### src/verilog/vta_pkg.sv
package vta_pkg;
  // timing
  localparam int CLK_PERIOD_NS = 5;
  localparam int CLK_HZ = 1000000000 / CLK_PERIOD_NS;
  localparam int BAUD_RATE = 4800;
  localparam int BAUD_DIV = CLK_HZ / BAUD_RATE;
  localparam int MS_PERIOD_NS = 1000000;
  localparam int MS_CYCLES = MS_PERIOD_NS / CLK_PERIOD_NS;
  // time of day in ms
  localparam logic [26:0] DAY_MS = 27'h5265C00;
  localparam logic [26:0] HOUR_MS = 27'h036EE80;
  localparam logic [26:0] MIN_MS = 27'h000EA60;
  localparam logic [26:0] SEC_MS = 27'h00003E8;
  localparam logic [3:0] OFFSET_BASE = 4'hC;
  // pin synchroniser reset: rx, pps, run, event, crosshair
  localparam logic [4:0] SYNC_RST = 5'h17;
  // sentence and command characters
  localparam logic [7:0] CH_START = 8'h24;
  localparam logic [7:0] CH_COMMA = 8'h2C;
  localparam logic [7:0] CH_STAR = 8'h2A;
  localparam logic [7:0] CH_CR = 8'h0D;
  localparam logic [7:0] CH_VALID = 8'h41;
  localparam logic [47:0] RMC_TAG = 48'h4750524D432C;
  localparam logic [3:0] FLD_TIME = 4'h1;
  localparam logic [3:0] FLD_STATUS = 4'h2;
  localparam logic [3:0] FLD_DATE = 4'h9;
  localparam logic [7:0] CMD_READ = 8'h52;
  localparam logic [7:0] CMD_WRITE = 8'h57;
  localparam logic [7:0] CMD_UP = 8'h75;
  localparam logic [7:0] CMD_DOWN = 8'h64;
  localparam logic [7:0] CMD_LEFT = 8'h6C;
  localparam logic [7:0] CMD_RIGHT = 8'h72;
  // serial report
  localparam logic [7:0] REP_EVT_HDR = 8'h45;
  localparam logic [7:0] REP_READ_HDR = 8'h44;
  localparam logic [3:0] REP_LAST = 4'h9;
  // crosshair
  localparam logic [9:0] XH_X_CENTER = 10'h168;
  localparam logic [8:0] XH_Y_CENTER = 9'h0F0;
  localparam logic [9:0] XH_X_MAX = 10'h2CF;
  localparam logic [8:0] XH_Y_MAX = 9'h1DF;
  typedef enum logic [2:0] {
    XH_OFF = 3'b001,
    XH_WHITE = 3'b010,
    XH_BLACK = 3'b100
  } xhair_e;
  typedef enum logic [2:0] {
    P_IDLE = 3'b001,
    P_TAG = 3'b010,
    P_FIELDS = 3'b100
  } parse_e;
endpackage : vta_pkg

### src/verilog/byte_if.sv
`timescale 1ns/1ps
interface byte_if ();
  logic [7:0] data;
  logic valid;
  logic ready;
  modport src (output data, output valid, input ready);
  modport snk (input data, input valid, output ready);
endinterface : byte_if

### src/verilog/uart_tx.sv
`timescale 1ns/1ps
module uart_tx #(
  parameter int DIV = vta_pkg::BAUD_DIV
) (
  input wire logic i_clk,
  input wire logic i_rst_n,
  byte_if.snk bus,
  output logic o_tx
);
  localparam int DW = $clog2(DIV);
  logic [DW-1:0] div_reg;
  logic [9:0] sh_reg;
  logic [3:0] left_reg;

  assign bus.ready = (left_reg == 4'h0);
  assign o_tx = sh_reg[0];

  // start bit, eight data bits lsb first, one stop bit
  always_ff @(posedge i_clk or negedge i_rst_n) begin
    if (!i_rst_n) begin
      sh_reg <= 10'h3FF;
      left_reg <= 4'h0;
      div_reg <= '0;
    end else if (left_reg == 4'h0) begin
      if (bus.valid) begin
        sh_reg <= {1'b1, bus.data, 1'b0};
        left_reg <= 4'hA;
        div_reg <= '0;
      end
    end else if (div_reg == DW'(DIV - 1)) begin
      div_reg <= '0;
      sh_reg <= {1'b1, sh_reg[9:1]};
      left_reg <= left_reg - 4'h1;
    end else begin
      div_reg <= div_reg + 1'b1;
    end
  end
endmodule : uart_tx

### src/verilog/uart_rx.sv
`timescale 1ns/1ps
module uart_rx #(
  parameter int DIV = vta_pkg::BAUD_DIV
) (
  input wire logic i_clk,
  input wire logic i_rst_n,
  input wire logic i_rx,
  byte_if.src bus
);
  localparam int DW = $clog2(DIV);
  logic [DW-1:0] div_reg;
  logic [8:0] sh_reg;
  logic [3:0] bit_reg;
  logic busy_reg;
  logic valid_reg;

  assign bus.data = sh_reg[7:0];
  assign bus.valid = valid_reg;

  // first sample lands mid start bit, then one per bit time
  always_ff @(posedge i_clk or negedge i_rst_n) begin
    if (!i_rst_n) begin
      div_reg <= '0;
      sh_reg <= '0;
      bit_reg <= 4'h0;
      busy_reg <= 1'b0;
      valid_reg <= 1'b0;
    end else begin
      valid_reg <= 1'b0;
      if (!busy_reg) begin
        if (!i_rx) begin
          busy_reg <= 1'b1;
          div_reg <= DW'(DIV / 2);
          bit_reg <= 4'h0;
        end
      end else if (div_reg == DW'(DIV - 1)) begin
        div_reg <= '0;
        bit_reg <= bit_reg + 4'h1;
        if (bit_reg == 4'h0) begin
          busy_reg <= ~i_rx;
        end else begin
          sh_reg <= {i_rx, sh_reg[8:1]};
        end
        if (bit_reg == 4'h9) begin
          busy_reg <= 1'b0;
          valid_reg <= i_rx;
        end
      end else begin
        div_reg <= div_reg + 1'b1;
      end
    end
  end
endmodule : uart_rx

### src/verilog/video_time_event_annotator.sv
`timescale 1ns/1ps
// How it works
// - time latched at vsync, frame or field
// - shown time is reference plus hour offset
// - range switch picks -12..+3 or +12..-3
// - count from zero, flag once reference seen
// - time free-runs through reference dropouts
// - run/event edges count and latch time
// - run activation clears the event count
// - counts and time shown, marked, sent
// - captures ignored until report finishes
// - serial 4800 baud, 8N1, no handshake
// - lat/long shown only when switch on with GPS reference
// - edge marking follows its switch outside read mode
// - computer commands enter read mode
// - annotation picks top and bottom text
// - crosshair cycles white, black, off
// - crosshair moves in read mode only
// - GPS or timecode, free-run fallback
module video_time_event_annotator #(
  parameter int MS_CYCLES = vta_pkg::MS_CYCLES,
  parameter int BAUD_DIV = vta_pkg::BAUD_DIV
) (
  // clock and reset
  input wire logic i_clk,
  input wire logic i_rst_n,
  // serial link and pulse per second
  input wire logic i_ser_rx,
  output logic o_ser_tx,
  input wire logic i_pps,
  // contact inputs, active low
  input wire logic i_run_n,
  input wire logic i_event_n,
  input wire logic i_xhair_n,
  // switches
  input wire logic i_sw_offset_neg,
  input wire logic i_sw_frame,
  input wire logic i_sw_latlon,
  input wire logic i_sw_edge,
  input wire logic [3:0] i_hour_sel,
  input wire logic i_ref_irig,
  input wire logic i_annot_en,
  input wire logic i_user_bottom,
  // timecode decoder and video timing
  input wire logic i_irig_load,
  input wire logic [26:0] i_irig_ms,
  input wire logic i_vsync,
  input wire logic i_field_odd,
  input wire logic i_edge_word_valid,
  input wire logic [31:0] i_edge_word,
  // display and status
  output logic [26:0] o_disp_ms,
  output logic [23:0] o_disp_date,
  output logic o_sync_ok,
  output logic o_latlon_on,
  output logic o_top_gps,
  output logic o_top_user,
  output logic o_bottom_user,
  output logic o_edge_write,
  output logic o_read_mode,
  output logic o_armed,
  output logic o_capture_shown,
  output logic [15:0] o_run_count,
  output logic [15:0] o_event_count,
  output logic [26:0] o_event_ms,
  output logic o_xhair_white,
  output logic o_xhair_black,
  output logic [9:0] o_xhair_x,
  output logic [8:0] o_xhair_y
);
  localparam int MW = $clog2(MS_CYCLES);

  function automatic logic [26:0] wrap_day(input logic [27:0] v);
    wrap_day = (v >= {1'b0, vta_pkg::DAY_MS}) ? 27'(v - {1'b0, vta_pkg::DAY_MS})
                                               : v[26:0];
  endfunction : wrap_day

  function automatic logic is_digit(input logic [7:0] c);
    is_digit = (c >= 8'h30) && (c <= 8'h39);
  endfunction : is_digit

  function automatic logic [26:0] bcd2(input logic [7:0] b, input logic [26:0] unit);
    bcd2 = (27'(b[7:4]) * 27'hA + 27'(b[3:0])) * unit;
  endfunction : bcd2

  logic [4:0] pin_raw;
  logic [4:0] meta_reg;
  logic [4:0] sync_reg;
  logic [4:0] prev_reg;
  assign pin_raw = {i_ser_rx, i_pps, i_run_n, i_event_n, i_xhair_n};
  for (genvar g = 0; g < 5; g++) begin : g_sync
    always_ff @(posedge i_clk or negedge i_rst_n) begin
      if (!i_rst_n) begin
        meta_reg[g] <= vta_pkg::SYNC_RST[g];
        sync_reg[g] <= vta_pkg::SYNC_RST[g];
        prev_reg[g] <= vta_pkg::SYNC_RST[g];
      end else begin
        meta_reg[g] <= pin_raw[g];
        sync_reg[g] <= meta_reg[g];
        prev_reg[g] <= sync_reg[g];
      end
    end
  end

  logic pps_rise;
  logic run_fall;
  logic event_fall;
  logic xh_fall;
  assign pps_rise = sync_reg[3] & ~prev_reg[3];
  assign run_fall = prev_reg[2] & ~sync_reg[2];
  assign event_fall = prev_reg[1] & ~sync_reg[1];
  assign xh_fall = prev_reg[0] & ~sync_reg[0];

  // serial ports
  byte_if rx_bus ();
  byte_if tx_bus ();
  // 8N1 at the package baud rate
  uart_rx #(.DIV(BAUD_DIV)) u_rx (
    .i_clk(i_clk),
    .i_rst_n(i_rst_n),
    .i_rx(sync_reg[4]),
    .bus(rx_bus.src)
  );
  uart_tx #(.DIV(BAUD_DIV)) u_tx (
    .i_clk(i_clk),
    .i_rst_n(i_rst_n),
    .bus(tx_bus.snk),
    .o_tx(o_ser_tx)
  );
  assign rx_bus.ready = 1'b1;

  // sentence parser state
  vta_pkg::parse_e pstate_reg;
  logic [47:0] tag_reg;
  logic [3:0] field_reg;
  logic [23:0] tbcd_reg;
  logic [23:0] dbcd_reg;
  logic [23:0] date_reg;
  logic [7:0] status_reg;
  logic [26:0] gps_ms_reg;
  logic gps_ok_reg;
  logic [7:0] rxc;
  logic rxv;
  logic sent_end;
  assign rxc = rx_bus.data;
  assign rxv = rx_bus.valid;
  assign sent_end = rxv && pstate_reg == vta_pkg::P_FIELDS
                    && (rxc == vta_pkg::CH_STAR || rxc == vta_pkg::CH_CR);

  // time base
  logic [MW-1:0] ms_div_reg;
  logic [26:0] ms_cnt;
  logic [26:0] local_reg;
  logic ms_tick;
  logic gps_align;
  logic irig_align;
  assign ms_tick = ms_div_reg == MW'(MS_CYCLES - 1);
  // pulse edge with a fresh sentence aligns time
  assign gps_align = pps_rise & ~i_ref_irig & gps_ok_reg;
  assign irig_align = i_irig_load & i_ref_irig;

  always_ff @(posedge i_clk or negedge i_rst_n) begin
    if (!i_rst_n) begin
      ms_div_reg <= '0;
    end else if (gps_align || irig_align || ms_tick) begin
      ms_div_reg <= '0;
    end else begin
      ms_div_reg <= ms_div_reg + 1'b1;
    end
  end

  // starts at zero; keeps counting without a reference
  always_ff @(posedge i_clk or negedge i_rst_n) begin
    if (!i_rst_n) begin
      ms_cnt <= '0;
    end else if (irig_align) begin
      ms_cnt <= i_irig_ms;
    end else if (gps_align) begin
      // sentence names the previous pulse, so add a second
      ms_cnt <= wrap_day({1'b0, gps_ms_reg} + {1'b0, vta_pkg::SEC_MS});
    end else if (ms_tick) begin
      ms_cnt <= wrap_day({1'b0, ms_cnt} + 28'h1);
    end
  end

  // flag stays up, time free-runs if the reference is lost
  always_ff @(posedge i_clk or negedge i_rst_n) begin
    if (!i_rst_n) begin
      o_sync_ok <= 1'b0;
    end else if (gps_align || irig_align) begin
      o_sync_ok <= 1'b1;
    end
  end

  // offset sign and range from the switch
  logic [3:0] off_mag;
  logic off_neg;
  logic [26:0] off_ms;
  always_comb begin
    if (i_sw_offset_neg) begin
      off_neg = i_hour_sel < vta_pkg::OFFSET_BASE;
      off_mag = off_neg ? vta_pkg::OFFSET_BASE - i_hour_sel
                        : i_hour_sel - vta_pkg::OFFSET_BASE;
    end else begin
      off_neg = i_hour_sel > vta_pkg::OFFSET_BASE;
      off_mag = off_neg ? i_hour_sel - vta_pkg::OFFSET_BASE
                        : vta_pkg::OFFSET_BASE - i_hour_sel;
    end
    off_ms = 27'(off_mag) * vta_pkg::HOUR_MS;
  end

  // local time is reference time plus the offset
  always_ff @(posedge i_clk or negedge i_rst_n) begin
    if (!i_rst_n) begin
      local_reg <= '0;
    end else if (off_neg) begin
      local_reg <= wrap_day({1'b0, ms_cnt} + {1'b0, vta_pkg::DAY_MS} - {1'b0, off_ms});
    end else begin
      local_reg <= wrap_day({1'b0, ms_cnt} + {1'b0, off_ms});
    end
  end

  // latch at vsync; frame mode skips the second field
  always_ff @(posedge i_clk or negedge i_rst_n) begin
    if (!i_rst_n) begin
      o_disp_ms <= '0;
      o_disp_date <= '0;
    end else if (i_vsync && !(i_sw_frame && i_field_odd)) begin
      o_disp_ms <= local_reg;
      o_disp_date <= date_reg;
    end
  end

  // RMC sentence: time, status and date fields
  always_ff @(posedge i_clk or negedge i_rst_n) begin
    if (!i_rst_n) begin
      pstate_reg <= vta_pkg::P_IDLE;
      tag_reg <= '0;
      field_reg <= 4'h0;
      tbcd_reg <= '0;
      dbcd_reg <= '0;
      status_reg <= '0;
    end else if (rxv) begin
      case (pstate_reg)
        vta_pkg::P_IDLE: begin
          if (rxc == vta_pkg::CH_START) begin
            pstate_reg <= vta_pkg::P_TAG;
            tag_reg <= vta_pkg::RMC_TAG;
          end
        end
        vta_pkg::P_TAG: begin
          if (rxc != tag_reg[47:40]) begin
            pstate_reg <= vta_pkg::P_IDLE;
          end else if (tag_reg[39:0] == 40'h0) begin
            pstate_reg <= vta_pkg::P_FIELDS;
            field_reg <= vta_pkg::FLD_TIME;
            status_reg <= '0;
          end else begin
            tag_reg <= {tag_reg[39:0], 8'h00};
          end
        end
        vta_pkg::P_FIELDS: begin
          if (sent_end || rxc == vta_pkg::CH_START) begin
            pstate_reg <= vta_pkg::P_IDLE;
          end else if (rxc == vta_pkg::CH_COMMA) begin
            field_reg <= field_reg + 4'h1;
          end else if (field_reg == vta_pkg::FLD_STATUS) begin
            status_reg <= rxc;
          end else if (is_digit(rxc) && field_reg == vta_pkg::FLD_TIME) begin
            tbcd_reg <= {tbcd_reg[19:0], rxc[3:0]};
          end else if (is_digit(rxc) && field_reg == vta_pkg::FLD_DATE) begin
            dbcd_reg <= {dbcd_reg[19:0], rxc[3:0]};
          end
        end
        default: pstate_reg <= vta_pkg::P_IDLE;
      endcase
    end
  end

  // fraction digits shift through, so only the last six digits of the field are used
  always_ff @(posedge i_clk or negedge i_rst_n) begin
    if (!i_rst_n) begin
      gps_ok_reg <= 1'b0;
      gps_ms_reg <= '0;
      date_reg <= '0;
    end else if (sent_end && status_reg == vta_pkg::CH_VALID) begin
      gps_ok_reg <= 1'b1;
      gps_ms_reg <= bcd2(tbcd_reg[23:16], vta_pkg::HOUR_MS)
                    + bcd2(tbcd_reg[15:8], vta_pkg::MIN_MS)
                    + bcd2(tbcd_reg[7:0], vta_pkg::SEC_MS);
      date_reg <= dbcd_reg;
    end else if (gps_align) begin
      gps_ok_reg <= 1'b0;
    end
  end

  // commands outside sentences; moves only in read mode
  logic cmd_v;
  assign cmd_v = rxv && pstate_reg == vta_pkg::P_IDLE;
  always_ff @(posedge i_clk or negedge i_rst_n) begin
    if (!i_rst_n) begin
      o_read_mode <= 1'b0;
      o_xhair_x <= vta_pkg::XH_X_CENTER;
      o_xhair_y <= vta_pkg::XH_Y_CENTER;
    end else if (cmd_v) begin
      if (rxc == vta_pkg::CMD_READ) begin
        o_read_mode <= 1'b1;
      end else if (rxc == vta_pkg::CMD_WRITE) begin
        o_read_mode <= 1'b0;
      end else if (o_read_mode) begin
        if (rxc == vta_pkg::CMD_UP && o_xhair_y != 9'h0) begin
          o_xhair_y <= o_xhair_y - 9'h1;
        end else if (rxc == vta_pkg::CMD_DOWN && o_xhair_y != vta_pkg::XH_Y_MAX) begin
          o_xhair_y <= o_xhair_y + 9'h1;
        end else if (rxc == vta_pkg::CMD_LEFT && o_xhair_x != 10'h0) begin
          o_xhair_x <= o_xhair_x - 10'h1;
        end else if (rxc == vta_pkg::CMD_RIGHT && o_xhair_x != vta_pkg::XH_X_MAX) begin
          o_xhair_x <= o_xhair_x + 10'h1;
        end
      end
    end
  end

  vta_pkg::xhair_e xh_reg;
  always_ff @(posedge i_clk or negedge i_rst_n) begin
    if (!i_rst_n) begin
      xh_reg <= vta_pkg::XH_OFF;
    end else if (xh_fall) begin
      case (xh_reg)
        vta_pkg::XH_OFF: xh_reg <= vta_pkg::XH_WHITE;
        vta_pkg::XH_WHITE: xh_reg <= vta_pkg::XH_BLACK;
        default: xh_reg <= vta_pkg::XH_OFF;
      endcase
    end
  end
  assign o_xhair_white = xh_reg == vta_pkg::XH_WHITE;
  assign o_xhair_black = xh_reg == vta_pkg::XH_BLACK;

  // capture and report
  logic rep_busy_reg;
  logic rep_kind_reg;
  logic [3:0] rep_idx_reg;
  logic [31:0] rd_word_reg;
  logic [9:0] rd_x_reg;
  logic [8:0] rd_y_reg;
  logic cap_go;
  logic rd_go;
  // edges while disarmed or sending are dropped
  assign cap_go = o_armed & ~rep_busy_reg & (run_fall | event_fall);
  assign rd_go = ~cap_go & ~rep_busy_reg & o_read_mode & i_edge_word_valid;

  // counts and time latch; run clears events
  always_ff @(posedge i_clk or negedge i_rst_n) begin
    if (!i_rst_n) begin
      o_run_count <= '0;
      o_event_count <= '0;
      o_event_ms <= '0;
      o_capture_shown <= 1'b0;
    end else if (cap_go) begin
      o_event_ms <= local_reg;
      o_capture_shown <= 1'b1;
      if (run_fall) begin
        o_run_count <= o_run_count + 16'h1;
        o_event_count <= '0;
      end else begin
        o_event_count <= o_event_count + 16'h1;
      end
    end
  end

  // report goes out over serial; read data likewise
  always_ff @(posedge i_clk or negedge i_rst_n) begin
    if (!i_rst_n) begin
      rep_busy_reg <= 1'b0;
      rep_kind_reg <= 1'b0;
      rep_idx_reg <= 4'h0;
      rd_word_reg <= '0;
      rd_x_reg <= '0;
      rd_y_reg <= '0;
    end else if (cap_go || rd_go) begin
      rep_busy_reg <= 1'b1;
      rep_kind_reg <= rd_go;
      rep_idx_reg <= 4'h0;
      if (rd_go) begin
        rd_word_reg <= i_edge_word;
        rd_x_reg <= o_xhair_x;
        rd_y_reg <= o_xhair_y;
      end
    end else if (rep_busy_reg && tx_bus.ready) begin
      rep_busy_reg <= rep_idx_reg != vta_pkg::REP_LAST;
      rep_idx_reg <= rep_idx_reg + 4'h1;
    end
  end

  // re-arm only once the last byte has left the line
  always_ff @(posedge i_clk or negedge i_rst_n) begin
    if (!i_rst_n) begin
      o_armed <= 1'b1;
    end else if (cap_go) begin
      o_armed <= 1'b0;
    end else if (!rep_busy_reg && tx_bus.ready) begin
      o_armed <= 1'b1;
    end
  end

  logic [7:0] rep_byte;
  always_comb begin
    rep_byte = vta_pkg::CH_CR;
    case (rep_idx_reg)
      4'h0: rep_byte = rep_kind_reg ? vta_pkg::REP_READ_HDR : vta_pkg::REP_EVT_HDR;
      4'h1: rep_byte = rep_kind_reg ? rd_word_reg[31:24] : o_run_count[15:8];
      4'h2: rep_byte = rep_kind_reg ? rd_word_reg[23:16] : o_run_count[7:0];
      4'h3: rep_byte = rep_kind_reg ? rd_word_reg[15:8] : o_event_count[15:8];
      4'h4: rep_byte = rep_kind_reg ? rd_word_reg[7:0] : o_event_count[7:0];
      4'h5: rep_byte = rep_kind_reg ? {6'h0, rd_x_reg[9:8]} : {5'h0, o_event_ms[26:24]};
      4'h6: rep_byte = rep_kind_reg ? rd_x_reg[7:0] : o_event_ms[23:16];
      4'h7: rep_byte = rep_kind_reg ? {7'h0, rd_y_reg[8]} : o_event_ms[15:8];
      4'h8: rep_byte = rep_kind_reg ? rd_y_reg[7:0] : o_event_ms[7:0];
      default: rep_byte = vta_pkg::CH_CR;
    endcase
  end
  assign tx_bus.valid = rep_busy_reg;
  assign tx_bus.data = rep_byte;

  always_ff @(posedge i_clk or negedge i_rst_n) begin
    if (!i_rst_n) begin
      o_latlon_on <= 1'b0;
      o_edge_write <= 1'b0;
      o_top_gps <= 1'b0;
      o_top_user <= 1'b0;
      o_bottom_user <= 1'b0;
    end else begin
      o_latlon_on <= i_sw_latlon & ~i_ref_irig;
      o_edge_write <= i_sw_edge & ~o_read_mode;
      o_top_gps <= i_annot_en & ~i_ref_irig;
      o_top_user <= i_annot_en & i_ref_irig;
      o_bottom_user <= i_annot_en & i_user_bottom;
    end
  end

  chk_vsync_latch: assert property (
    @(posedge i_clk) disable iff (!i_rst_n)
    i_vsync && !(i_sw_frame && i_field_odd) |=> o_disp_ms == $past(local_reg))
    else $error("display time not latched at vsync");
  chk_frame_skip: assert property (
    @(posedge i_clk) disable iff (!i_rst_n)
    i_vsync && i_sw_frame && i_field_odd |=> $stable(o_disp_ms))
    else $error("display time changed on skipped field");
  chk_offset_range: assert property (
    @(posedge i_clk) disable iff (!i_rst_n)
    i_sw_offset_neg && i_hour_sel == 4'h0 |=> local_reg ==
      wrap_day({1'b0, $past(ms_cnt)} + {1'b0, vta_pkg::DAY_MS} - 28'(12 * 3600000)))
    else $error("minus twelve hour offset wrong");
  chk_ms_count: assert property (
    @(posedge i_clk) disable iff (!i_rst_n)
    ms_tick && !gps_align && !irig_align |=> ms_cnt == wrap_day({1'b0, $past(ms_cnt)} + 28'h1))
    else $error("ms counter failed to advance");
  chk_sync_flag: assert property (
    @(posedge i_clk) disable iff (!i_rst_n)
    irig_align |=> o_sync_ok && ms_cnt == $past(i_irig_ms))
    else $error("timecode load not taken");
  chk_run_clear: assert property (
    @(posedge i_clk) disable iff (!i_rst_n)
    cap_go && run_fall |=> o_event_count == 16'h0
      && o_run_count == $past(o_run_count) + 16'h1 && o_event_ms == $past(local_reg))
    else $error("run capture wrong");
  chk_event_count: assert property (
    @(posedge i_clk) disable iff (!i_rst_n)
    cap_go && !run_fall |=> o_event_count == $past(o_event_count) + 16'h1)
    else $error("event count not advanced");
  chk_busy_ignore: assert property (
    @(posedge i_clk) disable iff (!i_rst_n)
    !o_armed |=> $stable(o_run_count) && $stable(o_event_count))
    else $error("capture taken while disarmed");
  chk_xhair_cycle: assert property (
    @(posedge i_clk) disable iff (!i_rst_n)
    xh_fall && xh_reg == vta_pkg::XH_WHITE |=> xh_reg == vta_pkg::XH_BLACK)
    else $error("crosshair did not go white to black");
  chk_xhair_hold: assert property (
    @(posedge i_clk) disable iff (!i_rst_n)
    !o_read_mode |=> $stable(o_xhair_x) && $stable(o_xhair_y))
    else $error("crosshair moved outside read mode");
  chk_edge_write: assert property (
    @(posedge i_clk) disable iff (!i_rst_n)
    1'b1 |=> o_edge_write == ($past(i_sw_edge) && !$past(o_read_mode)))
    else $error("edge marking does not follow switch");
endmodule : video_time_event_annotator

### config.mk
export PLATFORM = sky130hd
export DESIGN_NAME = video_time_event_annotator
export DESIGN_NICKNAME = d
export VERILOG_FILES = /design/src/verilog/vta_pkg.sv /design/src/verilog/byte_if.sv /design/src/verilog/uart_tx.sv /design/src/verilog/uart_rx.sv /design/src/verilog/video_time_event_annotator.sv
export SDC_FILE = /design/constraint.sdc
export NUM_CORES = 1
export LEC_CHECK = 0
export BUFFER_PORTS_ARGS = -buffer_cell sky130_fd_sc_hd__buf_2
export CORE_MARGIN = 3
export CORE_UTILIZATION = 55
export DETAILED_ROUTE_END_ITERATION = 12
export PLACE_DENSITY = 0.76
export REMOVE_ABC_BUFFERS = 1
export SYNTH_ARGS = -nofsm -noshare
export SYNTH_HDL_FRONTEND = slang
export SYNTH_SLANG_ARGS = --single-unit
export TNS_END_PERCENT = 100
### constraint.sdc
create_clock -name i_clk -period 7.21 [get_ports i_clk]
set_input_delay 1.0815 -clock i_clk [delete_from_list [all_inputs] [get_ports i_clk]]
set_output_delay 1.0815 -clock i_clk [all_outputs]
set_load 0.02 [all_outputs]
# --- Word level (Yosys, flattened, before mapping) ---
# Cells that the tools add are included.
totals:
  register_bits: 508
  out_inout_bits: 141
  mem_count: 0
  ramBits: 0
  romBits: 0
  input_bits: 81
  latch_bits: 0
  wordCells: 320
classes:
  shift: 0
  eq_ne: 49
  multipliers: 7
  add_sub_neg: 29
  n_bitwise: 36
  order_cmp: 8
  mux: 82
  div_mod_pow: 0
  reduce_logical: 52
op_table:
  columns: ["op", "count"]
  rows:
  - ["$mux W27", 8]
  - ["$mux W48", 3]
  - ["$ge A28 B27 Y1 const B", 4]
  - ["$mux W16", 7]
  - ["$sub A27 B27 Y27 const B", 4]
  - ["$mux W8", 12]
  - ["$pmux W48 S2", 1]
  - ["$pmux W8 S9", 1]
  - ["$add A16 B1 Y16 const B", 4]
  - ["$mux W4", 15]
  - ["$eq A8 B7 Y1 const B", 7]
  - ["$mux W10", 5]
  - ["$logic_not A40 Y1", 1]
  - ["$eq A16 B16 Y1 const B", 2]
  - ["$add A27 B1 Y28 const B", 1]
  - ["$add A27 B10 Y28 const B", 1]
  - ["$add A27 B26 Y28", 1]
  - ["$add A27 B27 Y28 const B", 1]
  - ["$sub A28 B26 Y28", 1]
  - ["$add A27 B19 Y27", 1]
  - ["$add A27 B25 Y27", 1]
  - ["$add A8 B4 Y9", 3]
  - ["$eq A8 B6 Y1 const B", 3]
  - ["$mul A4 B3 Y7 const B", 3]
  - ["other kinds (58)", 173]

# --- Depth between registers and ports, before layout ---
depth:
  word_depth: 10
  depth_mapped: 38
  ltp_nobuf: 35

# --- By module ---
# A second synthesis with hierarchy kept.
hier_totals:
  cells_unflattened: 3754
  hier_area_um2: 35940.7
by_module_without_submodules:
  columns: ["module", "seq_area_each_um2", "instances", "area_each_um2", "cells_per_inst"]
  rows:
  - ["video_time_event_annotator", 10412.5, 1, 32686.3, 3422]
  - ["uart_rx", 775.7, 1, 1691.6, 170]
  - ["uart_tx", 737.0, 1, 1562.7, 162]

# --- Worst setup path before layout ---
# No wires, ideal clock.
synth_path:
  path_kind: "input port to flip-flop"
  from: "in i_hour_sel[0]"
  to: "reg local_reg[16]"
  path_slack_ps: -1251
  required_ps: 7084
  arrival_time_ps: 8335
  setup_time_ps: 126
  n_path_buf: 1
  cell_stages: 34
  cell_sequence: "inv_1 > ha_1 > inv_1 > o21ai_0 > mux2_2 > ha_1 > ha_1 > ha_1 > fa_1 > a21o_1 > a21oi_1 > o21bai_1 > a21oi_1 > o21bai_1 > a21oi_1 > o21bai_1 > a2111oi_0 > o31ai_1 > a21oi_1 > xnor2_1 > ha_1 > inv_1 > ha_1 > clkbuf_1 > a21o_1 > a31o_2 > a221oi_1 > nand3_1 > xor2_1 > o31ai_2 > a2111oi_4 > nor2_4 > o311a_1 > a221o_1"
synth_via:
  elab_chain_len: 8
  word_cells_on_any_way: 18
  cone_classes: "add/sub (6); mul (1); order compare (4); mux (7)"
synth_rtl:
  columns: ["element", "line_no", "text"]
  rows:
  - ["start, declared", "video_time_event_annotator.sv:40", "input wire logic [3:0] i_hour_sel,"]
  - ["$sub A4 B4 Y4 (tied with other cells)", "video_time_event_annotator.sv:202, video_time_event_annotator.sv:207", null]
  - ["$mux W4 (on tied branches)", "video_time_event_annotator.sv:206, video_time_event_annotator.sv:202", null]
  - ["$mux W4", "video_time_event_annotator.sv:200", "if (i_sw_offset_neg) begin"]
  - ["$mul A4 B15 Y19", "video_time_event_annotator.sv:209", "off_ms = 27'(off_mag) * vta_pkg::HOUR_MS;"]
  - ["$sub A28 B26 Y28 or $add A27 B26 Y28 (tied branches)", "video_time_event_annotator.sv:217, video_time_event_annotator.sv:219", null]
  - ["$sub A27 B27 Y27 or $ge A28 B27 Y1 (tied branches)", "video_time_event_annotator.sv:74", "wrap_day = (v >= {1'b0, vta_pkg::DAY_MS}) ? 27'(v - {1'b0, vta_pkg::DAY_MS})"]
  - ["$mux W27", "video_time_event_annotator.sv:74", null]
  - ["$mux W27 *", "video_time_event_annotator.sv:216", "end else if (off_neg) begin"]
  - ["end signal, assigned", "video_time_event_annotator.sv:217", "local_reg <= wrap_day({1'b0, ms_cnt} + {1'b0, vta_pkg::DAY_MS} - {1'b0, off_ms});"]
  - ["end signal, assigned", "video_time_event_annotator.sv:219", "local_reg <= wrap_day({1'b0, ms_cnt} + {1'b0, off_ms});"]
  - ["end, declared", "video_time_event_annotator.sv:153", "logic [26:0] local_reg;"]
# Mark *: on every way between the ends. The rest lies on a longest branch, timed or not.
# A chain may end at the register's enable or synchronous reset.

# --- Worst setup path in the final report ---
layout_path:
  from: "reg tbcd_reg[5]"
  to: "reg gps_ms_reg[25]"
layout_via:
  elab_chain_len: 4
layout_rtl:
  columns: ["element", "line_no", "text"]
  rows:
  - ["start, declared", "video_time_event_annotator.sv:136", "logic [23:0] tbcd_reg;"]
  - ["start signal, assigned", "video_time_event_annotator.sv:270", "tbcd_reg <= {tbcd_reg[19:0], rxc[3:0]};"]
  - ["$mul A4 B3 Y7", "video_time_event_annotator.sv:83", "bcd2 = (27'(b[7:4]) * 27'hA + 27'(b[3:0])) * unit;"]
  - ["$add A8 B4 Y9", "video_time_event_annotator.sv:83", null]
  - ["$mul A9 B7 Y16", "video_time_event_annotator.sv:83", null]
  - ["$add A27 B19 Y27", "video_time_event_annotator.sv:290", "+ bcd2(tbcd_reg[7:0], vta_pkg::SEC_MS);"]
  - ["end signal, assigned", "video_time_event_annotator.sv:288", "gps_ms_reg <= bcd2(tbcd_reg[23:16], vta_pkg::HOUR_MS)"]
  - ["end, declared", "video_time_event_annotator.sv:140", "logic [26:0] gps_ms_reg;"]
# Every way passes these cells.

==> qor.yml <==
power_and_ir_drop:
  power.leakage_nw: 21.9
  p_sw_mw: 8.33
  p_int_mw: 11.2
  p_per_area_nw_per_um2: 445
  switching_share_pct: 42.6
  max-vdd-ir-drop_mv: 0.689
  power_frac_seq_pct: 16.4
  power_frac_comb_pct: 68.9
  p_clk_share_pct: 14.7
synthesis:
  synth_commonest_cells: "444 x dfrtp_1, 435 x nand2_1, 361 x inv_1"
  synth_warnings: 0
  mappedNetlistArea_um2: 36200
  syn_inst: 3864
  synth_area_leaders: "dfrtp_1 31%, ha_1 11%, fa_1 7.2%, mux2_2 5.2%, xnor2_1 4.6%"
  synth_top_family_by_area: "adder cells"
  synth_ff_type: "dfrtp_1"
  synthMuxAreaShare_pct: 6.45
  avgSynthCellArea_um2: 9.37
  async_flop_share_pct: 100
  synth_compound_area_share_pct: 14.7
  yosys.area_share.simple_pct: 15.1
  post-synth-top-area-cell: "dfrtp_1"
  synthAdderAreaFrac_pct: 18.1
  synth_edf_count: 0
  synth_top_area_share_pct: 30.7
  synth-seq-area-share_pct: 32.9
  yosysMostFrequentCell: "dfrtp_1"
  synth_seq_cells: 475
  synth-xor-area-share_pct: 7.18
  ys_types: 118
route:
  firstDrtPassIters: 6
  drc: 0
  vias_per_cell: 5.81
  wl_per_cell_um: 18.8
  dr_total_vias: 30900
  drt_first_iter_violations: 2689
  wirelength_um: 100000
  ant_nets: 0
timing:
  drv_slew: 0
  finalSetupViolCount: 22
  setup_ws_ns: -0.387
  relSlewSlack_pct: 18.0
  fmax_mhz: 132
  worst_pin_slew_ns: 1.23
  period_needed_ns: 7.60
  final-hold-violation-count: 0
  rsz0062_at_grt: "true"
  period_share_pct: 105
  finClkSkew_ns: 0.0185
  fin_setup_tns_ns: -2.59
status:
  status: "complete, but fails checks"
  violations: "negative setup slack"
placed_design:
  dp_hpwl_um: 73300
  pre_cts_ws_ns: -1.38
  dp.cells: 5183
  gp_congestion: 0.969
  portBuffers: 221
clocking:
  cts_sinks: 475
  cts_tree: "done"
  cts.htree.levels: 2
  clk_pin_slew_ns: 0.06
  cts.hold.buffers_added: 0
  cts_made_buffers: 51
  clock-root-buffer: "clkbuf_16"
  worstSkewPairLatency_ns: 0.62
  cts_buffer_depth: 3
critical_path:
  path_max_fanout: 4
  r2r_start: "tbcd_reg[5]"
  critical_path.max_stage_delay_ns: 0.60
  crit_type: "reg2reg"
  reg2reg_slack_ns: -0.39
  worstPathArrival_ns: 8.06
  r2r_end: "gps_ms_reg[25]"
  cp.required_ns: 7.68
  start_kind: "flop"
  cpMaxStageDelayCell: "fa_2"
  reg2regPathDepth: 30
  worstSetupEndpointType: "flop"
  cpMostUsedCell: "fa_1"
cells_and_area:
  fin_nets: 4948
  nFillCells: 4901
  largest_reg_flops: 32
  drive_gt1_share_pct: 25.7
  fin_cells: 5319
  areaGrowthSynthToFinish_pct: 21.3
  layout.area.seq_um2: 11900
  diodes: 0
  multi_input_comb_area_um2: 23300
grt:
  grt_overflow: 0
  grt_max_degree: 173
  antenna_found_initial: 0
  grt_pass1_vias: 30200
  grt_pass1_wl_um: 159000
  grt_usage_pct: 27.9
floorplan:
  core_area_um2: 64800
  die_h_um: 263
  start_util_pct: 55.8
  ios: 222
  die_area_um2: 68900
  rows: 93
  die_w_um: 263
hold_path:
  hold_start: "meta_reg[3]"
  hold_depth: 0
  hold_class: "reg2reg"
  worstHoldEndpoint: "sync_reg[3]"
run:
  maxCapViolCount: 0
## worst max-delay path, delay by kind of cell, from the launching register on
kind	cells	cell delay, ns
buffers and inverters	3	0.32
adders and majority gates	10	4.00
xor gates and xnor gates	2	0.35
and+or+nand+nor	6	0.96
AOI/OAI and AO/OA	9	1.42
DFF	1	0.41
## cell usage in the layout (no fill, tap or decap), types with 47 or more instances in the layout
| master | n |
|---|---|
| dfrtp_1 | 443 |
| nand2_1 | 432 |
| buf_4 | 415 |
| inv_1 | 347 |
| ha_1 | 283 |
| buf_2 | 218 |
| nor2_1 | 200 |
| o21ai_0 | 181 |
| xnor2_1 | 179 |
| a21oi_1 | 174 |
| mux2_2 | 164 |
| fa_1 | 125 |
| nand3_1 | 108 |
| xor2_1 | 98 |
| clkbuf_16 | 51 |
| nor3_1 | 50 |
| and3_1 | 47 |
## layout make-up
type	instances	area share (%)
Tap cell	855	2.44
Sequential cell	475	27.2
Clock buffer	70	3.30
Multi-Input combinational cell	2882	53.0
Timing Repair Buffer	650	10.1
Clock inverter	25	0.932
Inverter	362	3.11
## routing by layer
metal / wire length, um / vias up / GRT usage (%)
li1: - / 14500 / -
met1: 42600 / 15100 / 37.6
met2: 48300 / 1044 / 47.1
met3: 5800 / 208 / 3.60
met4: 3310 / 0 / 8.81
met5: 0 / - / 0
## timing repair
action                     in CTS  in global routing
setup buffers                  27                 15
pin swaps                     113                115
gates cloned                    0                  0
setup endpoints to repair      27                 28
resized for setup             110                106
## power groups by stage
stage	Clock [mW]	Combinational [mW]	Sequential, mW
final	2.86	13.5	3.21
after global routing	3.03	14.5	3.23
after CTS	2.91	12.5	3.21
after detailed placement	0	12.3	3.25
after global placement	0	12.1	3.25
after floorplan	0	7.20	3.21
## how the worst max path moves through the flow
| stage | from | end | slack [ns] | depth (start not counted) |
|---|---|---|---|---|
| finish | tbcd_reg[5] | gps_ms_reg[25] | -0.39 | 30 |
| global route | tbcd_reg[4] | gps_ms_reg[25] | -0.63 | 33 |
| CTS | tbcd_reg[7] | gps_ms_reg[25] | -0.27 | 31 |
| detailed placement | i_hour_sel[0] | local_reg[16] | -1.38 | 36 |
| global placement | i_hour_sel[0] | local_reg[16] | -1.21 | 36 |
| floorplan | i_hour_sel[0] | local_reg[16] | -1.24 | 33 |
## logic make-up after synthesis
logic type / count (synthesis)
adders and majority gates: 445
DFF: 475
AOI/OAI and AO/OA: 804
and+or+nand+nor: 1126
buffers and inverters: 507
muxes: 212
xor gates and xnor gates: 295
## stage by stage
step | hold WS, ns | power [mW] | utilization (%) | cell area [um^2]
after floorplan | 0.331 | 10.4 | - | 35500
after global placement | 0.335 | 15.3 | 62.8 | 40700
after detailed placement | 0.337 | 15.5 | 62.8 | 40700
after CTS | 0.351 | 18.7 | 66.8 | 43300
after global routing | 0.358 | 20.8 | 67.8 | 43900
final | 0.348 | 19.5 | 67.8 | 43900
Power figures use the tool's default switching activity.
